[config.mk]
export PLATFORM = sky130hd
export DESIGN_NAME = host_select_power_handshake
export DESIGN_NICKNAME = d
export VERILOG_FILES = /design/src/verilog/pin_ctrl_pkg.sv /design/src/verilog/pwr_if.sv /design/src/verilog/host_select_power_handshake.sv /design/src/verilog/sleep_fsm.sv
export SDC_FILE = /design/constraint.sdc
export NUM_CORES = 1
export LEC_CHECK = 0
export ABC_AREA = 1
export BUFFER_PORTS_ARGS = -buffer_cell sky130_fd_sc_hd__clkbuf_2
export CORE_ASPECT_RATIO = 0.5
export CORE_MARGIN = 1.5
export CORE_UTILIZATION = 44
export DETAILED_ROUTE_END_ITERATION = 8
export GPL_ROUTABILITY_DRIVEN = 0
export PLACE_DENSITY = 0.84
export RECOVER_POWER = 50
export SYNTH_ARGS = -nofsm -noshare
export SYNTH_HDL_FRONTEND = slang
export SYNTH_SLANG_ARGS = --single-unit
[constraint.sdc]
create_clock -name core_clk_i -period 3.4 [get_ports core_clk_i]
set_input_delay 0.51 -clock core_clk_i [delete_from_list [all_inputs] [get_ports core_clk_i]]
set_output_delay 0.51 -clock core_clk_i [all_outputs]
set_load 0.1 [all_outputs]
[src/verilog/pin_ctrl_pkg.sv]
package pin_ctrl_pkg;

	// Decoded host interface selection.
	typedef enum logic [2:0] {
		HOST_SDIO = 3'h0,
		HOST_SPI = 3'h1,
		HOST_USB = 3'h2,
		HOST_USB_CDC = 3'h3,
		HOST_UART = 3'h4,
		HOST_BAD = 3'h7
	} host_if_t;

	// Shared pin function selection.
	typedef enum logic [1:0] {
		PIN_GPIO = 2'h0,
		PIN_AUDIO = 2'h1,
		PIN_COEX = 2'h2
	} pin_mode_t;

	// Power state machine.
	typedef enum logic [1:0] {
		PWR_ACTIVE = 2'h0,
		PWR_LIGHT = 2'h1,
		PWR_DEEP = 2'h2
	} pwr_state_t;

	// Strap vector bit positions: {select0, select1, boot}.
	localparam int STRAP_SEL0 = 2;
	localparam int STRAP_SEL1 = 1;
	localparam int STRAP_BOOT = 0;
	localparam logic [2:0] STRAP_ALL_OPEN = 3'h7;
	localparam int GPIO_W = 16;
	localparam logic [GPIO_W-1:0] GPIO_DIR_RST = 16'h0000;

	// Minimum reset assertion time, milliseconds, and its cycle count.
	localparam int RESET_MIN_MS = 20;
	localparam int CLK_MHZ = 125;
	localparam int RESET_MIN_CYC = RESET_MIN_MS * 1000 * CLK_MHZ;

	// Strap decode used both at capture and by the checks.
	function automatic host_if_t decode_straps(input logic [2:0] s);
		case (s)
			3'h7: decode_straps = HOST_SDIO;
			3'h3: decode_straps = HOST_SPI;
			3'h4: decode_straps = HOST_USB;
			3'h5: decode_straps = HOST_USB_CDC;
			3'h1: decode_straps = HOST_UART;
			default: decode_straps = HOST_BAD;
		endcase
	endfunction

endpackage

[src/verilog/pwr_if.sv]
`timescale 1ns/1ps
interface pwr_if;
	logic sleep_req;
	logic deep_req;
	logic wake_light;
	logic wake_deep;
	logic in_light;
	logic in_deep;
	modport ctrl (input sleep_req, deep_req, wake_light, wake_deep,
		output in_light, in_deep);
	modport user (output sleep_req, deep_req, wake_light, wake_deep,
		input in_light, in_deep);
endinterface // pwr_if

[src/verilog/host_select_power_handshake.sv]
`timescale 1ns/1ps
// Function
// Three straps decode to host interface.
// Open strap reads high, latched after reset.
// Host never drives straps actively.
// Serial host selected maps four serial pins.
// Sleep indicator low during any sleep; code drives it low only with pin handshake on.
// Deep sleep indicator low during deep.
// Deep wake input high leaves deep.
// Bypass pin high after boot wakes light.
// Bypass during boot ignores host, loads flash.
// Supply enable low during deep sleep.
// Host wake output, configurable polarity.
// Host wake only when interrupt unusable.
// Coex mode: transmit active output high.
// Coex mode: peer priority input honoured.
// Coex mode: peer active input honoured.
// Audio slave mode on shared pins.
// Debug serial port on two pins.
// Unused pins switchable to output.
// Two-wire clock in, data bidirectional.
// Host holds wake until indicator high.
// Async active-low reset, 20 ms minimum.
// Deep sleep by packet or pin handshake; code enters deep sleep by packet only.
module host_select_power_handshake (
	// Clock, reset and enable.
	input wire logic core_clk_i,
	input wire logic resetn_i,
	input wire logic clk_en_i,
	// Bootstrap pins, open reads as one.
	input wire logic [2:0] straps_i,
	output pin_ctrl_pkg::host_if_t host_if_o,
	// Boot loader state and bypass.
	input wire logic boot_loading_i,
	input wire logic loader_bypass_in_i,
	output logic ignore_host_o,
	output logic load_default_fw_o,
	// Sleep control from firmware or host packets.
	input wire logic pin_handshake_en_i,
	input wire logic pkt_sleep_req_i,
	input wire logic pkt_deep_req_i,
	input wire logic pkt_wake_i,
	input wire logic deep_sleep_wake_in_i,
	output logic sleep_indicator_o,
	output logic deep_sleep_indicator_o,
	output logic supply_enable_out_o,
	output logic light_sleep_o,
	output logic deep_sleep_o,
	// Host wake-up.
	input wire logic host_wake_en_i,
	input wire logic host_wake_active_high_i,
	input wire logic pkt_pending_i,
	output logic host_wake_o,
	// Shared pin mode and radio coexistence.
	input wire pin_ctrl_pkg::pin_mode_t pin_mode_i,
	input wire logic wlan_tx_i,
	input wire logic peer_priority_in_i,
	input wire logic peer_tx_active_in_i,
	output logic radio_tx_active_out_o,
	output logic tx_grant_o,
	// Host serial pins.
	input wire logic host_serial_rx_i,
	input wire logic host_serial_cts_i,
	input wire logic uart_tx_i,
	input wire logic uart_rts_i,
	output logic host_serial_tx_o,
	output logic host_serial_rts_o,
	output logic uart_rx_o,
	output logic uart_cts_o,
	// Debug serial pins.
	input wire logic debug_serial_rx_i,
	input wire logic dbg_tx_i,
	output logic debug_serial_tx_o,
	output logic dbg_rx_o,
	// Audio serial slave.
	input wire logic audio_bclk_i,
	input wire logic audio_ws_i,
	input wire logic audio_din_i,
	input wire logic audio_dout_i,
	output logic audio_dout_o,
	output logic audio_bclk_o,
	output logic audio_ws_o,
	output logic audio_din_o,
	// Two-wire interface.
	input wire logic i2c_en_i,
	input wire logic i2c_scl_i,
	input wire logic i2c_sda_i,
	input wire logic i2c_sda_low_i,
	output logic i2c_scl_o,
	output logic i2c_sda_o,
	output logic i2c_sda_oe_o,
	output logic i2c_sda_in_o,
	// Spare general-purpose pins.
	input wire logic gpio_dir_we_i,
	input wire logic [pin_ctrl_pkg::GPIO_W-1:0] gpio_dir_wdata_i,
	output logic [pin_ctrl_pkg::GPIO_W-1:0] gpio_oe_o,
	output logic [pin_ctrl_pkg::GPIO_W-1:0] gpio_out_o
);
	import pin_ctrl_pkg::*;

	logic strap_done_q;
	host_if_t host_if_q;
	logic uart_sel;
	logic audio_sel;
	logic coex_sel;
	logic wake_pulse;
	logic [GPIO_W-1:0] gpio_dir_q;
	logic sleep_ind_q;
	logic deep_ind_q;
	logic supply_q;
	logic host_wake_q;
	logic radio_tx_q;
	logic grant_q;
	logic ignore_q;
	logic dout_q;
	logic sda_in_q;
	pwr_if pw ();

	// Straps are caught on the first enabled edge after release, never
	// under reset itself, so the async reset only loads constants.
	always_ff @(posedge core_clk_i or negedge resetn_i) begin
		if (!resetn_i) begin
			strap_done_q <= 1'b0;
			host_if_q <= HOST_SDIO;
		end else if (clk_en_i && !strap_done_q) begin
			strap_done_q <= 1'b1;
			host_if_q <= decode_straps(straps_i);
		end
	end
	assign host_if_o = host_if_q;

	assign uart_sel = (host_if_q == HOST_UART);
	assign audio_sel = (pin_mode_i == PIN_AUDIO);
	assign coex_sel = (pin_mode_i == PIN_COEX);

	// Serial host pins only act once the serial host interface is chosen.
	always_comb begin
		host_serial_tx_o = uart_sel ? uart_tx_i : 1'b0;
		host_serial_rts_o = uart_sel ? uart_rts_i : 1'b0;
		uart_rx_o = uart_sel ? host_serial_rx_i : 1'b1;
		uart_cts_o = uart_sel ? host_serial_cts_i : 1'b0;
	end

	// Debug serial receive passes straight through.
	assign dbg_rx_o = debug_serial_rx_i;

	// Audio slave: clock, word select and data come in, data goes out.
	always_comb begin
		audio_bclk_o = audio_sel & audio_bclk_i;
		audio_ws_o = audio_sel & audio_ws_i;
		audio_din_o = audio_sel & audio_din_i;
		i2c_scl_o = i2c_en_i & i2c_scl_i;
	end

	// Shared transmit pin: audio data wins over the debug port.
	always_ff @(posedge core_clk_i or negedge resetn_i) begin
		if (!resetn_i) begin
			dout_q <= 1'b1;
		end else if (clk_en_i) begin
			dout_q <= audio_sel ? audio_dout_i : dbg_tx_i;
		end
	end
	assign audio_dout_o = dout_q;
	assign debug_serial_tx_o = dout_q;

	// Open-drain data line: drive only while pulling low.
	always_ff @(posedge core_clk_i or negedge resetn_i) begin
		if (!resetn_i) begin
			sda_in_q <= 1'b1;
		end else if (clk_en_i) begin
			sda_in_q <= i2c_sda_i;
		end
	end
	assign i2c_sda_o = 1'b0;
	assign i2c_sda_oe_o = i2c_en_i & i2c_sda_low_i;
	assign i2c_sda_in_o = sda_in_q;

	// Spare pins default to inputs; a command turns them to outputs.
	always_ff @(posedge core_clk_i or negedge resetn_i) begin
		if (!resetn_i) begin
			gpio_dir_q <= GPIO_DIR_RST;
		end else if (clk_en_i && gpio_dir_we_i) begin
			gpio_dir_q <= gpio_dir_wdata_i;
		end
	end
	assign gpio_oe_o = gpio_dir_q;
	assign gpio_out_o = '0;

	// Bypass during boot stops host traffic and forces flash load.
	always_ff @(posedge core_clk_i or negedge resetn_i) begin
		if (!resetn_i) begin
			ignore_q <= 1'b0;
		end else if (clk_en_i) begin
			ignore_q <= boot_loading_i & loader_bypass_in_i;
		end
	end
	assign ignore_host_o = ignore_q;
	assign load_default_fw_o = ignore_q;

	// Sleep entry comes by packet only; the pin wakes light sleep when handshake is on.
	assign wake_pulse = pkt_wake_i |
		(pin_handshake_en_i & !boot_loading_i & loader_bypass_in_i);
	assign pw.sleep_req = pkt_sleep_req_i;
	assign pw.deep_req = pkt_deep_req_i;
	assign pw.wake_light = wake_pulse;
	assign pw.wake_deep = deep_sleep_wake_in_i | pkt_wake_i;

	sleep_fsm u_fsm (
		.core_clk_i(core_clk_i),
		.resetn_i(resetn_i),
		.clk_en_i(clk_en_i),
		.p(pw.ctrl)
	);
	assign light_sleep_o = pw.in_light;
	assign deep_sleep_o = pw.in_deep;

	// Indicators follow the state one cycle later from flip-flops.
	always_ff @(posedge core_clk_i or negedge resetn_i) begin
		if (!resetn_i) begin
			sleep_ind_q <= 1'b1;
			deep_ind_q <= 1'b1;
			supply_q <= 1'b1;
		end else if (clk_en_i) begin
			sleep_ind_q <= !(pin_handshake_en_i &
				(pw.in_light | pw.in_deep));
			deep_ind_q <= !pw.in_deep;
			supply_q <= !pw.in_deep;
		end
	end
	assign sleep_indicator_o = sleep_ind_q;
	assign deep_sleep_indicator_o = deep_ind_q;
	assign supply_enable_out_o = supply_q;

	// Host wake polarity is chosen by software; idle is the inverse.
	always_ff @(posedge core_clk_i or negedge resetn_i) begin
		if (!resetn_i) begin
			host_wake_q <= 1'b0;
		end else if (clk_en_i) begin
			host_wake_q <= (host_wake_en_i & pkt_pending_i) ~^
				host_wake_active_high_i;
		end
	end
	assign host_wake_o = host_wake_q;

	// Coexistence: own transmit flagged out; peer activity or priority
	// withdraws the grant, trading our throughput for their traffic.
	always_ff @(posedge core_clk_i or negedge resetn_i) begin
		if (!resetn_i) begin
			radio_tx_q <= 1'b0;
			grant_q <= 1'b1;
		end else if (clk_en_i) begin
			radio_tx_q <= coex_sel & wlan_tx_i;
			grant_q <= !(coex_sel & (peer_priority_in_i |
				peer_tx_active_in_i));
		end
	end
	assign radio_tx_active_out_o = radio_tx_q;
	assign tx_grant_o = grant_q;

	// Checks.
	property p_strap_decode;
		@(posedge core_clk_i) disable iff (!resetn_i)
		(clk_en_i && !strap_done_q) |=>
		host_if_q == decode_straps($past(straps_i));
	endproperty
	a_strap_decode: assert property (p_strap_decode)
		else $error("host interface mismatch with straps");
	property p_strap_hold;
		@(posedge core_clk_i) disable iff (!resetn_i)
		strap_done_q |=> $stable(host_if_q);
	endproperty
	a_strap_hold: assert property (p_strap_hold)
		else $error("host interface changed after capture");
	property p_uart_pins;
		@(posedge core_clk_i) disable iff (!resetn_i)
		!uart_sel |-> (host_serial_tx_o == 1'b0 && uart_rx_o == 1'b1);
	endproperty
	a_uart_pins: assert property (p_uart_pins)
		else $error("serial pins active without serial host");
	property p_deep_ind;
		@(posedge core_clk_i) disable iff (!resetn_i)
		(clk_en_i && pw.in_deep) |=> (!deep_ind_q && !supply_q);
	endproperty
	a_deep_ind: assert property (p_deep_ind)
		else $error("deep indicator or supply high in deep");
	property p_supply;
		@(posedge core_clk_i) disable iff (!resetn_i)
		(clk_en_i && !pw.in_deep) |=> supply_q;
	endproperty
	a_supply: assert property (p_supply)
		else $error("supply enable low outside deep sleep");
	property p_sleep_ind;
		@(posedge core_clk_i) disable iff (!resetn_i)
		(clk_en_i && pin_handshake_en_i && pw.in_light) |=> !sleep_ind_q;
	endproperty
	a_sleep_ind: assert property (p_sleep_ind)
		else $error("sleep indicator high in light sleep");
	property p_host_wake;
		@(posedge core_clk_i) disable iff (!resetn_i)
		(clk_en_i && !host_wake_en_i) |=>
		host_wake_q == !$past(host_wake_active_high_i);
	endproperty
	a_host_wake: assert property (p_host_wake)
		else $error("host wake asserted while disabled");
	property p_coex;
		@(posedge core_clk_i) disable iff (!resetn_i)
		(clk_en_i && coex_sel && peer_priority_in_i) |=> !grant_q;
	endproperty
	a_coex: assert property (p_coex)
		else $error("grant kept against peer priority");
	property p_bypass;
		@(posedge core_clk_i) disable iff (!resetn_i)
		(clk_en_i && boot_loading_i && loader_bypass_in_i) |=> ignore_q;
	endproperty
	a_bypass: assert property (p_bypass)
		else $error("bypass during boot not honoured");
	c_deep: cover property (@(posedge core_clk_i) pw.in_deep ##1 !pw.in_deep);
	c_light: cover property (@(posedge core_clk_i) pw.in_light);
	property p_tx_active;
		@(posedge core_clk_i) disable iff (!resetn_i)
		(clk_en_i && coex_sel && wlan_tx_i) |=> radio_tx_q;
	endproperty
	a_tx_active: assert property (p_tx_active)
		else $error("transmit active not flagged in coex mode");
	property p_peer_busy;
		@(posedge core_clk_i) disable iff (!resetn_i)
		(clk_en_i && coex_sel && peer_tx_active_in_i) |=> !grant_q;
	endproperty
	a_peer_busy: assert property (p_peer_busy)
		else $error("grant kept while peer transmits");
	property p_shared_tx;
		@(posedge core_clk_i) disable iff (!resetn_i)
		(clk_en_i && audio_sel) |=> dout_q == $past(audio_dout_i);
	endproperty
	a_shared_tx: assert property (p_shared_tx)
		else $error("audio data out not on shared pin");
	property p_sleep_exit;
		@(posedge core_clk_i) disable iff (!resetn_i)
		(clk_en_i && !pw.in_light && !pw.in_deep) |=> sleep_ind_q;
	endproperty
	a_sleep_exit: assert property (p_sleep_exit)
		else $error("sleep indicator low while awake");
	property p_reset_vals;
		@(posedge core_clk_i)
		!resetn_i |=> (sleep_ind_q && supply_q && !strap_done_q);
	endproperty
	a_reset_vals: assert property (p_reset_vals)
		else $error("outputs not at reset level during reset");
	c_uart: cover property (@(posedge core_clk_i) uart_sel);
	c_bypass: cover property (@(posedge core_clk_i) ignore_q);
endmodule // host_select_power_handshake

[src/verilog/sleep_fsm.sv]
`timescale 1ns/1ps
module sleep_fsm (
	// Clock and reset.
	input wire logic core_clk_i,
	input wire logic resetn_i,
	input wire logic clk_en_i,
	// Requests and state.
	pwr_if.ctrl p
);
	import pin_ctrl_pkg::*;

	pwr_state_t state_q;

	// Sleep entry from active only; each wake leaves its own state.
	always_ff @(posedge core_clk_i or negedge resetn_i) begin
		if (!resetn_i) begin
			state_q <= PWR_ACTIVE;
		end else if (clk_en_i) begin
			case (state_q)
				PWR_ACTIVE: begin
					if (p.deep_req) begin
						state_q <= PWR_DEEP;
					end else if (p.sleep_req) begin
						state_q <= PWR_LIGHT;
					end
				end
				PWR_LIGHT: begin
					if (p.wake_light) begin
						state_q <= PWR_ACTIVE;
					end
				end
				PWR_DEEP: begin
					if (p.wake_deep) begin
						state_q <= PWR_ACTIVE;
					end
				end
				default: state_q <= PWR_ACTIVE;
			endcase
		end
	end

	// State flags are decoded straight from the state register.
	assign p.in_light = (state_q == PWR_LIGHT);
	assign p.in_deep = (state_q == PWR_DEEP);

	property p_deep_exit;
		@(posedge core_clk_i) disable iff (!resetn_i)
		(state_q == PWR_DEEP && p.wake_deep && clk_en_i) |=>
		state_q == PWR_ACTIVE;
	endproperty
	a_deep_exit: assert property (p_deep_exit)
		else $error("deep sleep did not end on wake");
	property p_light_hold;
		@(posedge core_clk_i) disable iff (!resetn_i)
		(state_q == PWR_LIGHT && !p.wake_light) |=>
		state_q == PWR_LIGHT;
	endproperty
	a_light_hold: assert property (p_light_hold)
		else $error("light sleep left without wake");
endmodule // sleep_fsm

* Word-level counts from Yosys, hierarchy flattened
Cells that the tools add are included.
** Operators by class
- $add $sub $neg :: 0
- $mul :: 0
- Divide/modulo/power cells :: 0
- $lt $le $gt $ge :: 0
- Equal/unequal tests :: 13
- Shift-type cells :: 0
- Multiplexer cells :: 11
- Bitwise logic cells :: 17
- Reduce and logical (&&, ||, !) cells :: 9
** Operator list (count)
- case mux 3 bit (5 select lines) :: 1
- AND 1 bit :: 12
- == test 3 bit (second input constant) :: 4
- two-way mux 2 bit :: 4
- case mux 2 bit (3 select lines) :: 1
- logical NOT 1 bit :: 5
- two-way mux 1 bit :: 5
- == test 2 x 1 -> 1 bit (second input constant) :: 2
- == test 2 bit (second input constant) :: 2
- inequality test 2 bit (second input constant) :: 2
- OR 1 bit :: 4
- AND reduction 4 bit :: 1
- == test 3 x 1 -> 1 bit (second input constant) :: 1
- == test 3 x 2 -> 1 bit (second input constant) :: 1
- inequality test 3 bit (second input constant) :: 1
- logical AND 1 bit :: 2
- logical NOT 2 bit :: 1
- XNOR 1 bit :: 1
** Word-level totals
- Register bits :: 30
- Latch bits :: 0
- Bits in writable memories :: 0
- Bits in read-only memories :: 0
- Memories :: 0

* Depth between registers and ports, before layout
- Word-level depth :: 6
- Depth in mapped cells :: 6
- Depth with buffers taken out :: 6

* Cells and area by module
From an unflattened synthesis, not the netlist that was laid out.
** Second synthesis, totals
- Cells, all modules :: 208
- Area, all modules :: 1630.3 µm²
** Modules (own cells, without submodules)
- host_select_power_handshake :: times used 1, cells each 183, area an instance 1478.9 µm²
- sleep_fsm :: times used 1, cells each 25, area an instance 151.4 µm²

* Worst setup path before layout
Ideal clock, no wire load.
- Kind :: reg2out
- Start :: reg host_if_q[2] (netlist: host_if_o[2])
- End :: out host_serial_rts_o
- Data arrival time :: 2.521 ns
- Required time :: 2.890 ns
- Slack :: 0.369 ns
- Cell stages (with the launch flop) :: 5
- Cell sequence :: dfrtp_1 inv_1 nor3_1 inv_1 nor2_1
** Between the ends
- Longest elaborated chain between the ends :: 2
** RTL lines
- start, declared :: line host_select_power_handshake.sv:102 : host_if_t host_if_q;
- start signal, assigned :: line host_select_power_handshake.sv:127 : host_if_q <= decode_straps(straps_i);
- == test 3 bit :: line host_select_power_handshake.sv:132 : assign uart_sel = (host_if_q == HOST_UART);
- two-way mux 1 bit :: line host_select_power_handshake.sv:139 : host_serial_rts_o = uart_sel ? uart_rts_i : 1'b0;
- end, declared :: line host_select_power_handshake.sv:67 : output logic host_serial_rts_o,
No other way between the ends.

* Final worst setup path
- Start :: reg host_if_q[1] (netlist: host_if_o[1])
- End :: out uart_rx_o
** Between the ends
- Longest elaborated chain between the ends :: 2
** RTL lines
- == test 3 bit :: line host_select_power_handshake.sv:132
- two-way mux 1 bit :: line host_select_power_handshake.sv:140 : uart_rx_o = uart_sel ? host_serial_rx_i : 1'b1;
- end, declared :: line host_select_power_handshake.sv:68 : output logic uart_rx_o,
No other way between the ends.

==> impl_results.md <==
* GR Util met2 at 0.332
* Initial antenna violation count at 0
* Max_slew headroom at -0.0305
* # hold bufs at CTS at 0
* N_diodes at 0
* Initial DRC count at 94
* Clock sink total at 30
* Placed cells at 292
* Row count at 15
* Post-synth top area cell: dfrtp_1
* Share of cells above drive strength 1 at 0.462
* I/O Buffers at 91
* Fin crit period at 2110 ps
* Slew Limit Fails at 31
* Yosys warns at 0
* Clk root buf: clkbuf_8
* Total CTS buffers at 5
* First-pass GRT wire length at 5.24 mm
* Setup TNS at 0 ps
* Worst EP arrival at 1600 ps
* Setup-failing EPs final at 0
* Critical path's top delay family: buffers and inverters
* Critical path cell sequence: nor3_1 > inv_1 > or2_2 > clkbuf_2
* Design Area, Final at 2040 um2
* Crit-path max FO at 4
* Met3 Use GR at 0.0380
* Worst skew pair latency at 280 ps
* Synth Register Bits at 30
* Drt first pass iters at 4
* Avg WL per Cell at 11.6 um
* Placed Area at 2010 um2
* Failing checks: max-capacitance violations, max-slew violations
* Synth top area cells: dfrtp_1 (39%), buf_4 (9.7%), mux2_4 (9.3%)
* Die W at 88.8 um
* Slowest-stage cell, CP: dfrtp_1
* Ys flop type: dfrtp_1
* # DRC at 0
* Most frequent cell after synthesis: dfrtp_1
* CP Buf/Inv Count at 2
* Crit end category: output port
* Setup CP Type: flop to output port
* Worst-margin pin slew at 1550 ps
* Mapped cell area at 1620 um2
* GRT overflow at 0
* Final Skew at 3.74 ps
* Die height at 45.9 um
* Via count at 1324
* Largest net degree at the start of global routing at 31
* Worst VDD drop at 0.400 mV
* Finished Layout Cells at 300
* RSZ-0062 raised after global routing: no
* Antenna-violating nets left at 0
* Worst Setup Start Kind: flop
* Cell count after synthesis at 157
* Max Freq at 474 MHz
* Synth top cells by count: dfrtp_1 (25), nand2_1 (24), buf_4 (21), inv_1 (17), nor2_1 (15)
* Vias/cell at 4.41
* CTS tree: built
* Sequential area share after synthesis at 0.467
* Routed wire length at 3.48 mm
* Asr flop ratio synth at 1.00
* Syn-to-layout area delta at 26.1%
* Clk buf depth at 2
* Status: finished, violations left
* Post-CTS Setup Inserts at 0
* Period utilisation layout at 0.620
* H-Tree Depth at 2
* Post-synth top area share at 0.386
* I/O Pins at 111
* Avg Cell Area, Syn at 10.3 um2
* Yosys cell types at 28
* Vias in the first global route at 1231
* Overall Global Routing Usage at 0.175
* Core ar. at 3470 um2
* Number of synthesized flops with an enable pin at 0
* Global route hottest layer: met2
* Max-Cap Viols at 1
* CP max stage delay at 400 ps
* Die area at 4080 um2
* Power density over cell area at 775 nW/um2
* Clock slew at reported path FFs at 60 ps
* # nets final at 303
* Critical Path RT at 2890 ps
* Detailed placer's ending HPWL at 2.69 mm
* Initial Utilization at 0.467
* Met1 Use GR at 0.190
* Post-CTS resize count at 0
* Leak at 1.16 nW
* Min-delay worst type: primary input to flop
* Final Hold Fails at 0
==> registers in the layout, summed over array words and instances, names as in the netlist <==
name / cells
audio_dout_o: 1
gpio_oe_o: 16
host_if_o: 3
host_wake_o: 1
i2c_sda_in_o: 1
ignore_host_o: 1
radio_tx_active_out_o: 1
sleep_indicator_o: 1
strap_done_q: 1
supply_enable_out_o: 1
tx_grant_o: 1
u_fsm.state_q: 2
==> layer usage <==
metal	part of all wire	up-vias
li1	-	642
met1	0.38	620
met2	0.55	54
met3	0.051	8
met4	0.019	0
met5	0	-
==> layout make-up <==
class                           instances  area [um2]
Multi-Input combinational cell        102         609
Timing Repair Buffer                   91         453
Tap cell                               51        63.8
Clock inverter                          1        5.00
Inverter                               18        68.8
Clock buffer                            7        86.3
Fill cell                             299        1430
Sequential cell                        30         757
==> cell families after synthesis <==
family / count (synthesis) / synth area share
flops: 30 / 0.467
compound gates: 12 / 0.0502
simple gates: 53 / 0.154
mux: 16 / 0.134
xor+xnor: 1 / 0.00541
other cells: 1 / 0.00231
buf+inv: 41 / 0.163
fa+ha+maj: 3 / 0.0232
==> worst paths after layout <==
path	start	endpoint	slack, ps	depth (start not counted)
setup / recovery	host_if_o[1]	uart_rx_o	1290	4
hold / removal	pin_handshake_en_i	sleep_indicator_o	410	2
setup reg to reg	u_fsm.state_q[0]	u_fsm.state_q[0]	2160	6
hold reg to reg	i2c_sda_in_o	i2c_sda_in_o	480	2
max in group asynchronous	resetn_i	gpio_oe_o[12]	1890	1
min in group asynchronous	resetn_i	host_if_o[0]	600	1
==> layout by cell type (no fill, tap or decap), types with 3 or more instances in the layout <==
cell type	synthesis	final
nand2_1	24	25
dfstp_2	5	5
mux2_4	10	3
clkbuf_8	0	6
o21ai_0	3	3
a21oi_1	3	3
nand3_1	5	5
clkbuf_2	0	89
conb_1	1	17
nor2_1	15	16
inv_1	17	17
dfrtp_1	25	25
ha_1	3	3
mux2_1	0	7
mux2_2	6	6
clkbuf_1	0	3
==> worst reg2reg max path: stages, from the launching register on <==
cell and delay (ps):
dfrtp_1 380, inv_1 80, ha_1 260, a21oi_4 190
nand3_2 100, nand2_1 60, nand2_1 50
==> stage by stage <==
| stage | util | hold WS [ps] | worst slack (ps) | power [mW] |
|---|---|---|---|---|
| 3_5_place_dp | 0.579 | 467 | 1560 | 1.31 |
| 5_1_grt | 0.588 | 432 | 1220 | 1.65 |
| 2_1_floorplan | - | 214 | 369 | 1.22 |
| 3_3_place_gp | 0.579 | 454 | 1570 | 1.30 |
| 4_1_cts | 0.605 | 310 | 1280 | 1.61 |
| 6_report | 0.588 | 410 | 1290 | 1.58 |
==> power breakdown <==
group / switching [mW] / internal [mW]
Sequential: 0.0362 / 0.423
Clock: 0.127 / 0.163
Combinational: 0.710 / 0.124
Total: 0.873 / 0.710
No activity file was read; power rests on OpenSTA's default activity.
